`src/hw/axis_node_pkg.sv`:
```
// Constants and carrier types for the remote axis frame interpreter
package axis_node_pkg;

    localparam int          FRAME_DEPTH     = 64;
    localparam int          WORD_W          = 16;
    localparam int          GP_W            = 8;

    localparam logic [15:0] CMD_FEED_WR     = 16'h00B0;
    localparam logic [15:0] CMD_LOW_WR      = 16'h00B1;
    localparam logic [15:0] CMD_HIGH_WR     = 16'h00B2;
    localparam logic [15:0] CMD_ACCEL_WR    = 16'h00B3;
    localparam logic [15:0] CMD_SCALE_WR    = 16'h00B5;
    localparam logic [15:0] CMD_MODE_WR     = 16'h00B7;
    localparam logic [15:0] CMD_START_ACD   = 16'h0053;
    localparam logic [15:0] CMD_CAPTURE     = 16'h0029;
    localparam logic [15:0] CMD_READ_CAP1   = 16'h00ED;
    localparam logic [15:0] CMD_READ_CAP2   = 16'h00EE;
    localparam logic [15:0] CMD_READ_CAP3   = 16'h00EF;
    localparam logic [15:0] CMD_INT_CLEAR   = 16'h0008;

    // Main status field positions
    localparam int          ST_ANY_IRQ      = 0;
    localparam int          ST_STOP_END     = 1;
    localparam int          ST_ERROR        = 2;
    localparam int          ST_EVENT        = 3;
    localparam int          ST_SIM_STOP_LO  = 4;
    localparam int          ST_OP_FULL      = 6;
    localparam int          ST_CMP_FULL     = 7;
    localparam int          ST_BUSY         = 8;
    localparam int          ST_ALIGN_LO     = 9;
    localparam int          ST_GROUP_LO     = 12;

    localparam logic [31:0] PREREG_RST      = 32'h0000_0000;
    localparam logic [7:0]  GP_OUT_RST      = 8'h00;
    localparam logic [15:0] STATUS_RST      = 16'h0000;
    localparam logic [2:0]  GROUP_FROM_PINS = 3'h0;

    typedef enum logic [2:0] {
        S_LOAD  = 3'b000,
        S_FETCH = 3'b001,
        S_EXEC  = 3'b010,
        S_RESP  = 3'b011,
        S_DONE  = 3'b100
    } interp_state_t;

    typedef enum logic [1:0] {
        K_CMD = 2'b00,
        K_LO  = 2'b01,
        K_HI  = 2'b10
    } word_kind_t;

    typedef struct packed {
        logic [31:0] feed_amount;
        logic [31:0] low_speed;
        logic [31:0] high_speed;
        logic [31:0] accel_rate;
        logic [31:0] speed_scale;
        logic [31:0] operation_mode;
    } prereg_set_t;

    typedef struct packed {
        logic       stop_pulse;
        logic       error_flag;
        logic       event_flag;
        logic       op_prereg_full;
        logic       cmp_prereg_full;
        logic       busy;
        logic       irq_masked;
        logic [1:0] sim_stop_bits;
        logic [6:0] clock_align_status;
    } axis_state_t;

endpackage

```
`src/hw/frame_word_mem.sv`:
```
// Frame word buffer with registered read data
`timescale 1ns/10ps
`default_nettype none
module frame_word_mem #(
    parameter int WIDTH = 16,
    parameter int DEPTH = 64
) (
    input  wire logic                     clk,
    input  wire logic                     wr_en,
    input  wire logic [$clog2(DEPTH)-1:0] wr_addr,
    input  wire logic [WIDTH-1:0]         wr_data,
    input  wire logic [$clog2(DEPTH)-1:0] rd_addr,
    output logic      [WIDTH-1:0]         rd_data
);
    logic [WIDTH-1:0] mem [DEPTH];

    initial
    begin
        if (DEPTH < 2 || WIDTH < 1)
        begin
            $error("frame_word_mem: bad geometry");
        end
    end

    always_ff @(posedge clk)
    begin
        if (wr_en)
        begin
            mem[wr_addr] <= wr_data;
        end
        rd_data <= mem[rd_addr];
    end
endmodule
`default_nettype wire

```
`src/hw/axis_frame_node.sv`:
```
// Remote axis node: frame command interpreter and cyclic port mapping
// Functional notes
// RULE_01 - Center loads frame, then starts transfer
// RULE_02 - Write: command, lower half, upper half
// RULE_03 - 00B0h writes feed amount pre-register
// RULE_04 - 00B1h-00B3h write low, high, accel
// RULE_05 - 00B5h scale, 00B7h mode pre-registers
// RULE_06 - 0053h starts accel-cruise-decel, no data
// RULE_07 - Capture command copies all three counters
// RULE_08 - 00EDh-00EFh read capture registers one-three
// RULE_09 - Reply: echo, lower half, upper half
// RULE_10 - Port 3 written; ports 0-2 read
// RULE_11 - Ports: gp out, gp in, status bytes
// RULE_12 - Each terminal direction set by own bit
// RULE_13 - Output data drives only output terminals
// RULE_14 - Watchdog timeout may clear output data
// RULE_15 - Input port reads back output terminal levels
// RULE_16 - Default status layout with group number
// RULE_17 - Align enable swaps high bits, bits 5-4; code swaps bits 5-4 on clock_align_select_b, not align enable
// RULE_18 - Any-interrupt: stop, error or event, unmasked
// RULE_19 - Stop-end sticky, cleared by clear command
// RULE_20 - Group from pins when field zero
// RULE_21 - Center keeps frames within 64 words
// RULE_22 - Frame commands execute strictly in order
`timescale 1ns/10ps
`default_nettype none
module axis_frame_node
    import axis_node_pkg::*;
#(
    parameter int DEPTH = axis_node_pkg::FRAME_DEPTH
) (
    input  wire logic                       clk,
    input  wire logic                       sys_rst,
    input  wire logic                       frame_valid,
    input  wire logic [15:0]                frame_word,
    input  wire logic                       frame_end,
    output logic                            frame_ready,
    output logic                            frame_done,
    output logic                            resp_valid,
    output logic [15:0]                     resp_word,
    input  wire logic [31:0]                counter_one,
    input  wire logic [31:0]                counter_two,
    input  wire logic [31:0]                counter_three,
    output axis_node_pkg::prereg_set_t      prereg,
    output logic                            accel_cruise_decel_start,
    input  wire axis_node_pkg::axis_state_t axis_state,
    input  wire logic                       clock_align_enable,
    input  wire logic                       clock_align_select_b,
    input  wire logic [2:0]                 group_select_field,
    input  wire logic [2:0]                 group_select_pins_n,
    input  wire logic [7:0]                 terminal_direction_bit,
    input  wire logic                       watchdog_timeout,
    input  wire logic                       watchdog_output_clear_pin,
    input  wire logic                       port3_write,
    input  wire logic [7:0]                 port3_data,
    output logic [7:0]                      gp_output_data_port,
    output logic [7:0]                      gp_input_data_port,
    output logic [7:0]                      status_high_byte_port,
    output logic [7:0]                      status_low_byte_port,
    input  wire logic [7:0]                 gp_pin_in,
    output logic [7:0]                      gp_pin_out,
    output logic [7:0]                      gp_pin_oe
);
    import axis_node_pkg::*;

    localparam int AW = $clog2(DEPTH);

    initial
    begin
        if (DEPTH < 2 || DEPTH != (1 << AW))
        begin
            $error("axis_frame_node: DEPTH must be a power of two");
        end
    end

    interp_state_t state_reg;
    word_kind_t    kind_reg;
    logic [AW:0]   len_reg;
    logic [AW:0]   ptr_reg;
    logic [15:0]   rd_data;
    logic [15:0]   word_in;
    logic [2:0]    wr_idx_reg;
    logic [15:0]   lo_reg;
    logic [1:0]    rd_idx_reg;
    logic [1:0]    resp_step_reg;
    logic [31:0]   cap_reg [3];
    logic          capture_now;
    logic          int_clear;
    logic          stop_end_reg;
    logic          mem_wr;
    logic [7:0]    gp_meta_reg;
    logic [7:0]    gp_sync_reg;
    logic [2:0]    grp_meta_reg;
    logic [2:0]    grp_sync_reg;
    logic          wdc_meta_reg;
    logic          wdc_sync_reg;
    logic [2:0]    group_now;
    logic [15:0]   status_next;

    assign mem_wr = (state_reg == S_LOAD) && frame_valid && (len_reg < DEPTH[AW:0]);

    frame_word_mem #(
        .WIDTH (16),
        .DEPTH (DEPTH)
    ) u_mem (
        .clk     (clk),
        .wr_en   (mem_wr),
        .wr_addr (len_reg[AW-1:0]),
        .wr_data (frame_word),
        .rd_addr (ptr_reg[AW-1:0]),
        .rd_data (rd_data)
    );

    // Missing data words of a truncated frame read as zero
    assign word_in = (ptr_reg < len_reg) ? rd_data : 16'h0000;
    assign capture_now = (state_reg == S_EXEC) && (kind_reg == K_CMD)
                         && (ptr_reg < len_reg) && (word_in == CMD_CAPTURE);
    assign int_clear = (state_reg == S_EXEC) && (kind_reg == K_CMD)
                       && (ptr_reg < len_reg) && (word_in == CMD_INT_CLEAR);

    // Frame interpreter: load whole frame, then walk it word by word
    always_ff @(posedge clk or posedge sys_rst)
    begin
        if (sys_rst)
        begin
            state_reg                <= S_LOAD;
            kind_reg                 <= K_CMD;
            len_reg                  <= '0;
            ptr_reg                  <= '0;
            wr_idx_reg               <= 3'h0;
            lo_reg                   <= 16'h0000;
            rd_idx_reg               <= 2'h0;
            resp_step_reg            <= 2'h0;
            frame_ready              <= 1'b1;
            frame_done               <= 1'b0;
            resp_valid               <= 1'b0;
            resp_word                <= 16'h0000;
            accel_cruise_decel_start <= 1'b0;
            prereg                   <= {6{PREREG_RST}};
        end
        else
        begin
            frame_done               <= 1'b0;
            accel_cruise_decel_start <= 1'b0;
            resp_valid               <= 1'b0;
            case (state_reg)
                S_LOAD:
                begin
                    if (mem_wr)
                    begin
                        len_reg <= len_reg + 1'b1;
                    end
                    if (frame_valid && frame_end)
                    begin
                        state_reg   <= S_FETCH;
                        frame_ready <= 1'b0;
                        ptr_reg     <= '0;
                        kind_reg    <= K_CMD;
                    end
                end
                S_FETCH:
                begin
                    state_reg <= S_EXEC;
                end
                S_EXEC:
                begin
                    ptr_reg   <= ptr_reg + 1'b1;
                    state_reg <= S_FETCH;
                    case (kind_reg)
                        K_CMD:
                        begin
                            if (ptr_reg >= len_reg)
                            begin
                                state_reg <= S_DONE;
                            end
                            else
                            begin
                                case (word_in)
                                    CMD_FEED_WR, CMD_LOW_WR, CMD_HIGH_WR, CMD_ACCEL_WR,
                                    CMD_SCALE_WR, CMD_MODE_WR:
                                    begin
                                        wr_idx_reg <= word_in[2:0]; // RULE_03 RULE_04 RULE_05
                                        kind_reg   <= K_LO; // RULE_02
                                    end
                                    CMD_START_ACD:
                                    begin
                                        accel_cruise_decel_start <= 1'b1; // RULE_06 RULE_22
                                    end
                                    CMD_READ_CAP1, CMD_READ_CAP2, CMD_READ_CAP3:
                                    begin
                                        rd_idx_reg    <= 2'(word_in - CMD_READ_CAP1); // RULE_08
                                        resp_valid    <= 1'b1;
                                        resp_word     <= word_in; // RULE_09
                                        resp_step_reg <= 2'h1;
                                        state_reg     <= S_RESP;
                                    end
                                    default:
                                    begin
                                        kind_reg <= K_CMD;
                                    end
                                endcase
                            end
                        end
                        K_LO:
                        begin
                            lo_reg   <= word_in;
                            kind_reg <= K_HI;
                        end
                        K_HI:
                        begin
                            kind_reg <= K_CMD;
                            case (wr_idx_reg)
                                3'h0: prereg.feed_amount    <= {word_in, lo_reg}; // RULE_03
                                3'h1: prereg.low_speed      <= {word_in, lo_reg}; // RULE_04
                                3'h2: prereg.high_speed     <= {word_in, lo_reg};
                                3'h3: prereg.accel_rate     <= {word_in, lo_reg};
                                3'h5: prereg.speed_scale    <= {word_in, lo_reg}; // RULE_05
                                3'h7: prereg.operation_mode <= {word_in, lo_reg};
                                default: prereg.feed_amount <= prereg.feed_amount;
                            endcase
                        end
                        default:
                        begin
                            kind_reg <= K_CMD;
                        end
                    endcase
                end
                S_RESP:
                begin
                    resp_valid <= 1'b1;
                    if (resp_step_reg == 2'h1)
                    begin
                        resp_word     <= cap_reg[rd_idx_reg][15:0]; // RULE_09
                        resp_step_reg <= 2'h2;
                    end
                    else
                    begin
                        resp_word     <= cap_reg[rd_idx_reg][31:16];
                        resp_step_reg <= 2'h0;
                        state_reg     <= S_FETCH;
                    end
                end
                S_DONE:
                begin
                    frame_done  <= 1'b1;
                    frame_ready <= 1'b1;
                    len_reg     <= '0;
                    ptr_reg     <= '0;
                    state_reg   <= S_LOAD;
                end
                default:
                begin
                    state_reg <= S_LOAD;
                end
            endcase
        end
    end

    // Counter capture, all three in one edge
    always_ff @(posedge clk or posedge sys_rst)
    begin
        if (sys_rst)
        begin
            cap_reg[0] <= 32'h0000_0000;
            cap_reg[1] <= 32'h0000_0000;
            cap_reg[2] <= 32'h0000_0000;
        end
        else if (capture_now)
        begin
            cap_reg[0] <= counter_one; // RULE_07
            cap_reg[1] <= counter_two;
            cap_reg[2] <= counter_three;
        end
    end

    // Pin synchronisers
    always_ff @(posedge clk or posedge sys_rst)
    begin
        if (sys_rst)
        begin
            gp_meta_reg  <= 8'h00;
            gp_sync_reg  <= 8'h00;
            grp_meta_reg <= 3'h7;
            grp_sync_reg <= 3'h7;
            wdc_meta_reg <= 1'b0;
            wdc_sync_reg <= 1'b0;
        end
        else
        begin
            gp_meta_reg  <= gp_pin_in;
            gp_sync_reg  <= gp_meta_reg;
            grp_meta_reg <= group_select_pins_n;
            grp_sync_reg <= grp_meta_reg;
            wdc_meta_reg <= watchdog_output_clear_pin;
            wdc_sync_reg <= wdc_meta_reg;
        end
    end

    // Stop-end sticky flag, a new stop beats the clear
    always_ff @(posedge clk or posedge sys_rst)
    begin
        if (sys_rst)
        begin
            stop_end_reg <= 1'b0;
        end
        else if (axis_state.stop_pulse)
        begin
            stop_end_reg <= 1'b1; // RULE_19
        end
        else if (int_clear)
        begin
            stop_end_reg <= 1'b0; // RULE_19
        end
    end

    assign group_now = (group_select_field == GROUP_FROM_PINS) ? ~grp_sync_reg
                                                              : group_select_field; // RULE_20

    always_comb
    begin
        status_next              = STATUS_RST; // RULE_16
        status_next[ST_STOP_END] = stop_end_reg;
        status_next[ST_ERROR]    = axis_state.error_flag;
        status_next[ST_EVENT]    = axis_state.event_flag;
        status_next[ST_ANY_IRQ]  = (stop_end_reg | axis_state.error_flag
                                    | axis_state.event_flag) & ~axis_state.irq_masked; // RULE_18
        status_next[ST_OP_FULL]  = axis_state.op_prereg_full;
        status_next[ST_CMP_FULL] = axis_state.cmp_prereg_full;
        status_next[ST_BUSY]     = axis_state.busy;
        if (clock_align_enable)
        begin
            status_next[15:ST_ALIGN_LO] = axis_state.clock_align_status; // RULE_17
        end
        else
        begin
            status_next[ST_GROUP_LO+2:ST_GROUP_LO] = group_now; // RULE_16
        end
        if (clock_align_select_b)
        begin
            status_next[ST_SIM_STOP_LO+1:ST_SIM_STOP_LO] = axis_state.sim_stop_bits; // RULE_17
        end
    end

    // Cyclic ports and general-purpose terminals
    always_ff @(posedge clk or posedge sys_rst)
    begin
        if (sys_rst)
        begin
            gp_output_data_port   <= GP_OUT_RST;
            gp_input_data_port    <= 8'h00;
            status_high_byte_port <= 8'h00;
            status_low_byte_port  <= 8'h00;
            gp_pin_out            <= GP_OUT_RST;
            gp_pin_oe             <= 8'h00;
        end
        else
        begin
            if (watchdog_timeout && wdc_sync_reg)
            begin
                gp_output_data_port <= GP_OUT_RST; // RULE_14
            end
            else if (port3_write)
            begin
                gp_output_data_port <= port3_data; // RULE_10 RULE_11
            end
            gp_pin_out            <= gp_output_data_port & terminal_direction_bit; // RULE_13
            gp_pin_oe             <= terminal_direction_bit; // RULE_12
            gp_input_data_port    <= (gp_sync_reg & ~gp_pin_oe)
                                     | (gp_pin_out & gp_pin_oe); // RULE_15
            status_high_byte_port <= status_next[15:8]; // RULE_11
            status_low_byte_port  <= status_next[7:0];
        end
    end

    a_start_pulse: assert property (@(posedge clk) disable iff (sys_rst) // RULE_06
        (state_reg == S_EXEC && kind_reg == K_CMD && ptr_reg < len_reg
         && word_in == CMD_START_ACD) |=> accel_cruise_decel_start)
        else $error("start command gave no start pulse");
    a_capture_copy: assert property (@(posedge clk) disable iff (sys_rst) // RULE_07
        capture_now |=> (cap_reg[0] == $past(counter_one) && cap_reg[2] == $past(counter_three)))
        else $error("counters not captured together");
    a_read_reply: assert property (@(posedge clk) disable iff (sys_rst) // RULE_09
        (capture_now == 1'b0 && state_reg == S_EXEC && kind_reg == K_CMD && ptr_reg < len_reg
         && word_in == CMD_READ_CAP1)
        |=> (resp_valid && resp_word == CMD_READ_CAP1) ##1 (resp_valid
            && resp_word == cap_reg[0][15:0]) ##1 (resp_valid && resp_word == cap_reg[0][31:16]))
        else $error("read reply sequence wrong");
    a_feed_write: assert property (@(posedge clk) disable iff (sys_rst) // RULE_03
        (state_reg == S_EXEC && kind_reg == K_HI && wr_idx_reg == 3'h0)
        |=> prereg.feed_amount == {$past(word_in), $past(lo_reg)})
        else $error("feed amount write wrong");
    a_stop_sticky: assert property (@(posedge clk) disable iff (sys_rst) // RULE_19
        axis_state.stop_pulse |=> stop_end_reg ##1 status_low_byte_port[ST_STOP_END])
        else $error("stop end not held");
    a_any_irq: assert property (@(posedge clk) disable iff (sys_rst) // RULE_18
        (axis_state.irq_masked && $past(axis_state.irq_masked) == 1'b1)
        |=> status_low_byte_port[ST_ANY_IRQ] == 1'b0)
        else $error("masked interrupt shown");
    a_group_pins: assert property (@(posedge clk) disable iff (sys_rst) // RULE_20
        (!clock_align_enable && group_select_field == GROUP_FROM_PINS)
        |=> status_high_byte_port[6:4] == ~$past(grp_sync_reg))
        else $error("group status not from pins");
    a_pin_mask: assert property (@(posedge clk) disable iff (sys_rst) // RULE_13
        ##1 ((gp_pin_out & ~gp_pin_oe) == 8'h00))
        else $error("output on input terminal");
    a_wdt_clear: assert property (@(posedge clk) disable iff (sys_rst) // RULE_14
        (watchdog_timeout && wdc_sync_reg) |=> gp_output_data_port == GP_OUT_RST)
        else $error("watchdog clear missed");
endmodule
`default_nettype wire

```
`config.mk`:
```
export PLATFORM = sky130hd
export DESIGN_NAME = axis_frame_node
export DESIGN_NICKNAME = d
export VERILOG_FILES = /design/src/hw/axis_node_pkg.sv /design/src/hw/frame_word_mem.sv /design/src/hw/axis_frame_node.sv
export SDC_FILE = /design/constraint.sdc
export NUM_CORES = 2
export LEC_CHECK = 0
export BUFFER_PORTS_ARGS = -buffer_cell sky130_fd_sc_hd__buf_4
export CELL_PAD_IN_SITES_DETAIL_PLACEMENT = 0
export CELL_PAD_IN_SITES_GLOBAL_PLACEMENT = 1
export CORE_ASPECT_RATIO = 0.8
export CORE_MARGIN = 8
export CORE_UTILIZATION = 40
export DETAILED_ROUTE_END_ITERATION = 10
export PLACE_DENSITY = 0.74
export SLEW_MARGIN = 20
export SYNTH_ARGS = -nofsm -noshare
export SYNTH_HDL_FRONTEND = slang
export SYNTH_SLANG_ARGS = --single-unit
```
`constraint.sdc`:
```
create_clock -name clk -period 16.9 [get_ports clk]
set_input_delay 0.845 -clock clk [delete_from_list [all_inputs] [get_ports clk]]
set_output_delay 0.845 -clock clk [all_outputs]
set_load 0.01 [all_outputs]
```
### Word level (Yosys, flattened, before mapping)

Memories as Yosys holds them, arrays and structs flattened. A register that Yosys moved wholly into a read port is not among the register bits.
Cells that the tools add are included.

| word-level totals | value |
|---|---|
| register bits | 423 |
| memory bits (writable) | 1024 |
| word-level logic and storage cells | 174 |
| memories kept | 1 |

Memories:

| name | depth | bits a word | rd ports | clocked after memory_dff | wr ports | line | RTL |
|---|---|---|---|---|---|---|---|
| u_mem.mem | 64 | 16 | 1 | 1 | 1 | frame_word_mem.sv:15 | `logic [WIDTH-1:0] mem [DEPTH];` |

| operators by class | value |
|---|---|
| $add $sub $neg | 3 |
| magnitude comparators | 4 |
| equality and inequality tests | 32 |
| multiplexer cells | 51 |
| bitwise logic cells | 12 |
| reductions and logical operators | 36 |

Operators by type and width:

| operator | count |
|---|---|
| $eq 16x8->1 const B | 9 |
| $mux 16 | 5 |
| $bmux 32 s2 | 1 |
| $mux 32 | 2 |
| $pmux 16 s2 | 1 |
| $and 8x8->8 | 3 |
| $mux 3 | 7 |
| $pmux 7 s3 | 1 |
| $reduce_and 3->1 | 6 |
| $eq 16x4->1 const B | 1 |
| $eq 16x6->1 const B | 1 |
| $eq 16x7->1 const B | 1 |
| $mux 2 | 8 |
| $mux 8 | 2 |
| $pmux 2 s2 | 4 |
| $reduce_and 4->1 | 4 |
| $add 7x1->7 const B | 2 |
| $mux 1 | 14 |
| $mux 7 | 2 |
| $pmux 7 s2 | 1 |
| $eq 3x2->1 const B | 4 |
| $pmux 3 s4 | 1 |
| $reduce_and 2->1 | 5 |
| $reduce_bool 2->1 | 5 |
| 27 further kinds | 48 |

### Logic depth before layout (Yosys ltp)

| depth | value |
|---|---|
| depth after elaboration | 8 |
| gate-level depth with buffers | 22 |
| gate-level depth less buffers | 16 |

### By module

From an unflattened synthesis, not the netlist that was laid out.

| second synthesis, totals | value |
|---|---|
| cell total of the unflattened synthesis | 3030 |
| area, all modules | 56515.5 sq um |

Modules (own cells, without submodules):

| module | times used | cells each | area each (sq um) | seq. area each (sq um) |
|---|---|---|---|---|
| frame_word_mem | 1 | 1829 | 40044.7 | 31069.8 |
| axis_frame_node | 1 | 1201 | 16470.8 | 10593.9 |

### Least setup slack after synthesis

No wires, ideal clock.

| path | value |
|---|---|
| path type | flip-flop to flip-flop |
| start point | register ptr_reg[0] |
| end point | register resp_word[10] |
| library setup time | 0.121 ns |
| data arrival time | 3.706 ns |
| data required time | 16.779 ns |
| slack | 13.073 ns |
| cell stages (with the launch flop) | 22 |
| path buffers | 6 |
| period minus slack after synthesis | 3.827 ns |
| cells stage by stage | dfrtp_1 > buf_2 > buf_6 > buf_6 > buf_6 > inv_1 > buf_2 > ha_1 > nor2b_1 > o21ai_1 > a21boi_1 > nor2_1 > nand2_1 > inv_1 > ha_1 > nor3_1 > nor4bb_1 > nand3_1 > a2111o_1 > and2_1 > buf_6 > a22o_1 |

| between the ends | value |
|---|---|
| longest elaborated chain between the ends | 6 |
| elaborated cells between the ends (all ways) | 14 |
| classes of those cells | order compare (2); eq/ne (5); mux (5); reduce/logical (2) |

RTL lines:

| element | line | RTL |
|---|---|---|
| from (decl) | axis_frame_node.sv:79 | `logic [AW:0] ptr_reg;` |
| from (signal assigned) | axis_frame_node.sv:167 | `ptr_reg <= ptr_reg + 1'b1;` |
| $lt 7x7->1 (*) | axis_frame_node.sv:115 | `assign word_in = (ptr_reg < len_reg) ? rd_data : 16'h0000;` |
| $mux 16 (*) | axis_frame_node.sv:115 |  |
| named net word_in[0] | axis_frame_node.sv:81 | `logic [15:0] word_in;` |
| $eq 16x8->1 | axis_frame_node.sv:178 | `case (word_in)` |
| $reduce_or 3->1 (*) | axis_frame_node.sv:178 |  |
| $ne 2x1->1 (no source line) (*) | -- |  |
| $reduce_and 4->1 (no source line) (*) | -- |  |
| to (signal assigned) | axis_frame_node.sv:193 | `resp_word <= word_in;` |
| to (signal assigned) | axis_frame_node.sv:233 | `resp_word <= cap_reg[rd_idx_reg][15:0];` |
| to (signal assigned) | axis_frame_node.sv:238 | `resp_word <= cap_reg[rd_idx_reg][31:16];` |
| to (decl) | axis_frame_node.sv:40 | `output logic [15:0] resp_word,` |

Mark *: on every way through the listed nets, which the timed path passes. The rest lies on a longest branch. The select of a mux whose other input is x is not followed.
A chain may end at the register's enable or synchronous reset.

### Worst setup path after layout

| path | value |
|---|---|
| start point | register ptr_reg[4] |
| end point | register cap_reg[86] (netlist bit) |

| between the ends | value |
|---|---|
| longest elaborated chain between the ends | 4 |
| elaborated cells between the ends (all ways) | 5 |
| classes of those cells | order compare (1); eq/ne (1); mux (1); reduce/logical (2) |

RTL lines:

| element | line | RTL |
|---|---|---|
| $lt 7x7->1 | axis_frame_node.sv:115 |  |
| $mux 16 | axis_frame_node.sv:115 |  |
| named net word_in[0] | axis_frame_node.sv:81 |  |
| $eq 16x6->1 | axis_frame_node.sv:117 | `&& (ptr_reg < len_reg) && (word_in == CMD_CAPTURE);` |
| $logic_and 1x1->1 | axis_frame_node.sv:117 |  |
| to (decl) | axis_frame_node.sv:86 | `logic [31:0] cap_reg [3];` |

The timed path passes the listed nets, and every way through them passes these cells.

==> results.md <==
* Status: completed
* Count leader, synth: edfxtp_1
* Number of H-tree levels at 4
* Post-Place Cells at just over 5,000
* CP Capture Type: register
* Vias per cell at ~5.4
* IO Pins at between 400 and 500
* Rel. slew slack at a little under a quarter
* DP HPWL at 90,700 µm
* Crit path largest cell delay at a little over 0.9 ns
* Syn nets at about 3,000
* Max Clk Rate at about 180 MHz
* Sequential Power Share at 44.5%
* Initial core utilization at between 40% and 50%
* Sw frac at about 28%
* Setup_tns at 0 ns
* Initial DRC Count at between 3,000 and 4,000
* Leading area contributor after synthesis: edfxtp_1
* Die area at around 150,000 µm²
* Final Max Tran Viols at 0
* Grt ovf at 0
* CP dominant cell by count: ha_1
* Vias in the first global route at ~29,000
* Max-Cap Viols at 0
* Critical path buffers and inverters at 2
* DRC Markers at 0
* Synth top area share at 55.1%
* Skew final at approximately 0.025 ns
* Post-synthesis average cell area at slightly below 20 µm²
* Row count at roughly 120
* Post-Route WL at roughly 150,000 µm
* Final core utilization at 47.6%
* Share of cells above drive strength 1 at between 30% and 40%
* Initial antenna violation count at 3
* EDFF count, synth at approximately 1,000
* Post-synth ARST share at 28.9%
* GRT Total Usage at between 15 and 20%
* Non-filler cells, final at ~5,300
* Worst skew pair latency at about 0.76 ns
* Mux cell area share after synthesis at a little under a fifth
* Min Tclk post-route at 5.65 ns
* Critical Path RT at about 18 ns
* CTS tree: built
* Clock Sinks at between 1,000 and 1,500
* Hold-fix buffers at CTS at 0
* Synth top area cells: edfxtp_1 (55%), dfrtp_1 (19%), mux4_2 (13%)
* Crit Path Class: reg2reg
* Final ANT Viol Nets at 0
* Clk slew on worst S/H paths at 0.06 ns
* Largest delay share family, worst path: simple AND/OR/NAND/NOR gates
* Final Setup Violations at 0
* Cell Chain, Critical Path: ha_1, a21oi_1, o21ai_0, nor2_1, nand2_1, inv_1, ha_1, nand4_1, nor2_4, buf_4, mux2_2
* Pwr Total at about 9200 µW
* DR pass1 iterations at 6
* Worst min-delay path class: in2async
* Power density cells at between 100 and 150 nW/µm²
* Syn Inst Count at ~2,800
* Xor-xnor portion of the synthesized cell area at less than 1%
* Core Region at between 100,000 and 150,000 µm²
* Yosys warning count at 0
* Worst Path Arrival at between 6 and 7 ns
* First-pass GRT wire length at around 210,000 µm
* Period utilization at 33.5%
* GPL Wtd Cong at between 0.8 and 0.9
* Post-CTS resize count at 0
* Worst Path Max Fanout at between 70 and 80
* RSZ-0062 raised after global routing: no
* Flop-to-flop setup slack at around 11 ns
* Largest family of logic cells by synthesized area: multiplexers
* Clock power frac at about 34%
* Die X at roughly 430 µm
* Die height at between 300 and 400 µm
* TritonCTS Buffers at about 140
* Mapped cell area at roughly 56,000 µm²
* Least-Margin Pin Slew at 1.15 ns
* CP startpoint kind: register
* Top cells by count, synth: edfxtp_1 (1,024), dfrtp_1 (416), mux4_2 (319)
* Port buffer count at about 430
* Power Internal at ~6600 µW
* Postcts setup bufs at 0
* WL/cell at ~27 µm
* Slowest cell on crit path: dfrtp_1
* Simple-Gate Fraction of Synth Area at under 10%
* Area grow syn2layout at 18.1%
* Post-Synth Adder-Cell Area at less than 1%
* Top_reg_cell synth: edfxtp_1
* LEAKAGE at ~0.025 µW
* Peak supply drop at between 100 and 150 µV
* Fin. Hold Viols at 0
* Root buf cell: clkbuf_16
* Post-synthesis register bit count at 1,463
* Clock tree buffer depth at 3
* Switching power at 2580 µW
* Largest net degree at the start of global routing at 185
* Synth Area in Compound Gates at 2.40%
* Yosys cell types at 55
* Final net count at between 3,000 and 4,000
* Logic pwr share at 21.2%
* Largest register FFs at 1,024
* Post-synthesis sequential area ratio at between 70% and 80%
* DR vias at 29,000
## kinds of logic after synthesis
group	after synthesis
and+or+nand+nor	358
muxes	587
buffers and inverters	188
AOI/OAI and AO/OA	231
adders and majority gates	13
DFF	1463
xor gates and xnor gates	7
## worst paths after layout
path,cells after the start,from,endpoint
worst min-delay path,2,sys_rst,gp_meta_reg[3]$_DFF_PP0_
min in group clk,1,gp_pin_in[5],gp_meta_reg[5]$_DFF_PP0_
worst min register to register,0,gp_meta_reg[1]$_DFF_PP0_,gp_sync_reg[1]$_DFF_PP0_
worst max register to register,11,ptr_reg[4]$_DFFE_PP0P_,cap_reg[86]$_DFFE_PP0P_
max in group asynchronous,3,sys_rst,cap_reg[49]$_DFFE_PP0P_
worst max-delay path,11,ptr_reg[4]$_DFFE_PP0P_,cap_reg[86]$_DFFE_PP0P_
## area by class of cell
type / instances / area, µm²
Timing Repair Buffer: 513 / 3880
Multi-Input combinational cell: 1196 / 13300
Fill cell: 11500 / 72500
Sequential cell: 1463 / 41700
Inverter: 38 / 150
Tap cell: 1860 / 2330
Clock inverter: 74 / 729
Clock buffer: 182 / 3880
Antenna cell: 5 / 12.5
## layer usage
metal / track usage, % / wire, µm / vias to the layer above
li1: - / - / 12300
met1: 26.6 / 60900 / 15300
met2: 28.8 / 67700 / 1229
met3: 3.70 / 12700 / 212
met4: 5.96 / 3890 / 0
met5: 0 / 0 / -
## stage by stage
step	hold WS, ns	area (µm²)	setup slack (ns)
after floorplan	0.331	55800	4.29
after global placement	0.331	61300	11.42
after detailed placement	0.335	61300	11.42
after CTS	0.135	65900	11.39
after global routing	0.155	66000	10.97
final	0.181	66000	11.25
## power groups by stage
stage	clock (µW)	sequential, µW	combinational, µW
global route	3360	4110	2080
CTS	3220	4090	1980
floorplan	0	4050	1390
finish	3160	4100	1950
detailed placement	0	4170	1970
global placement	0	4170	1970
## layout by cell type (no fill, tap or decap), types with 9 or more instances in the layout
master and n:
mux4_2 319, nor2_2 12, ha_1 13, a22o_1 9, mux2_1 20, buf_4 511
nor2_1 89, clkinv_1 20, clkinv_2 24, bufinv_16 10, a21oi_1 22, o22ai_1 20
mux2i_1 64, mux2_2 184, o21ai_0 134, o221ai_1 12, nor3_1 13, nand2_1 167
nand3_1 14, and2_1 17, dfxtp_1 16, clkbuf_8 9, clkbuf_1 27, inv_1 36
a22oi_1 16, dfrtp_1 412, edfxtp_1 1024, clkbuf_16 146
(Power assumes the default switching activity.)
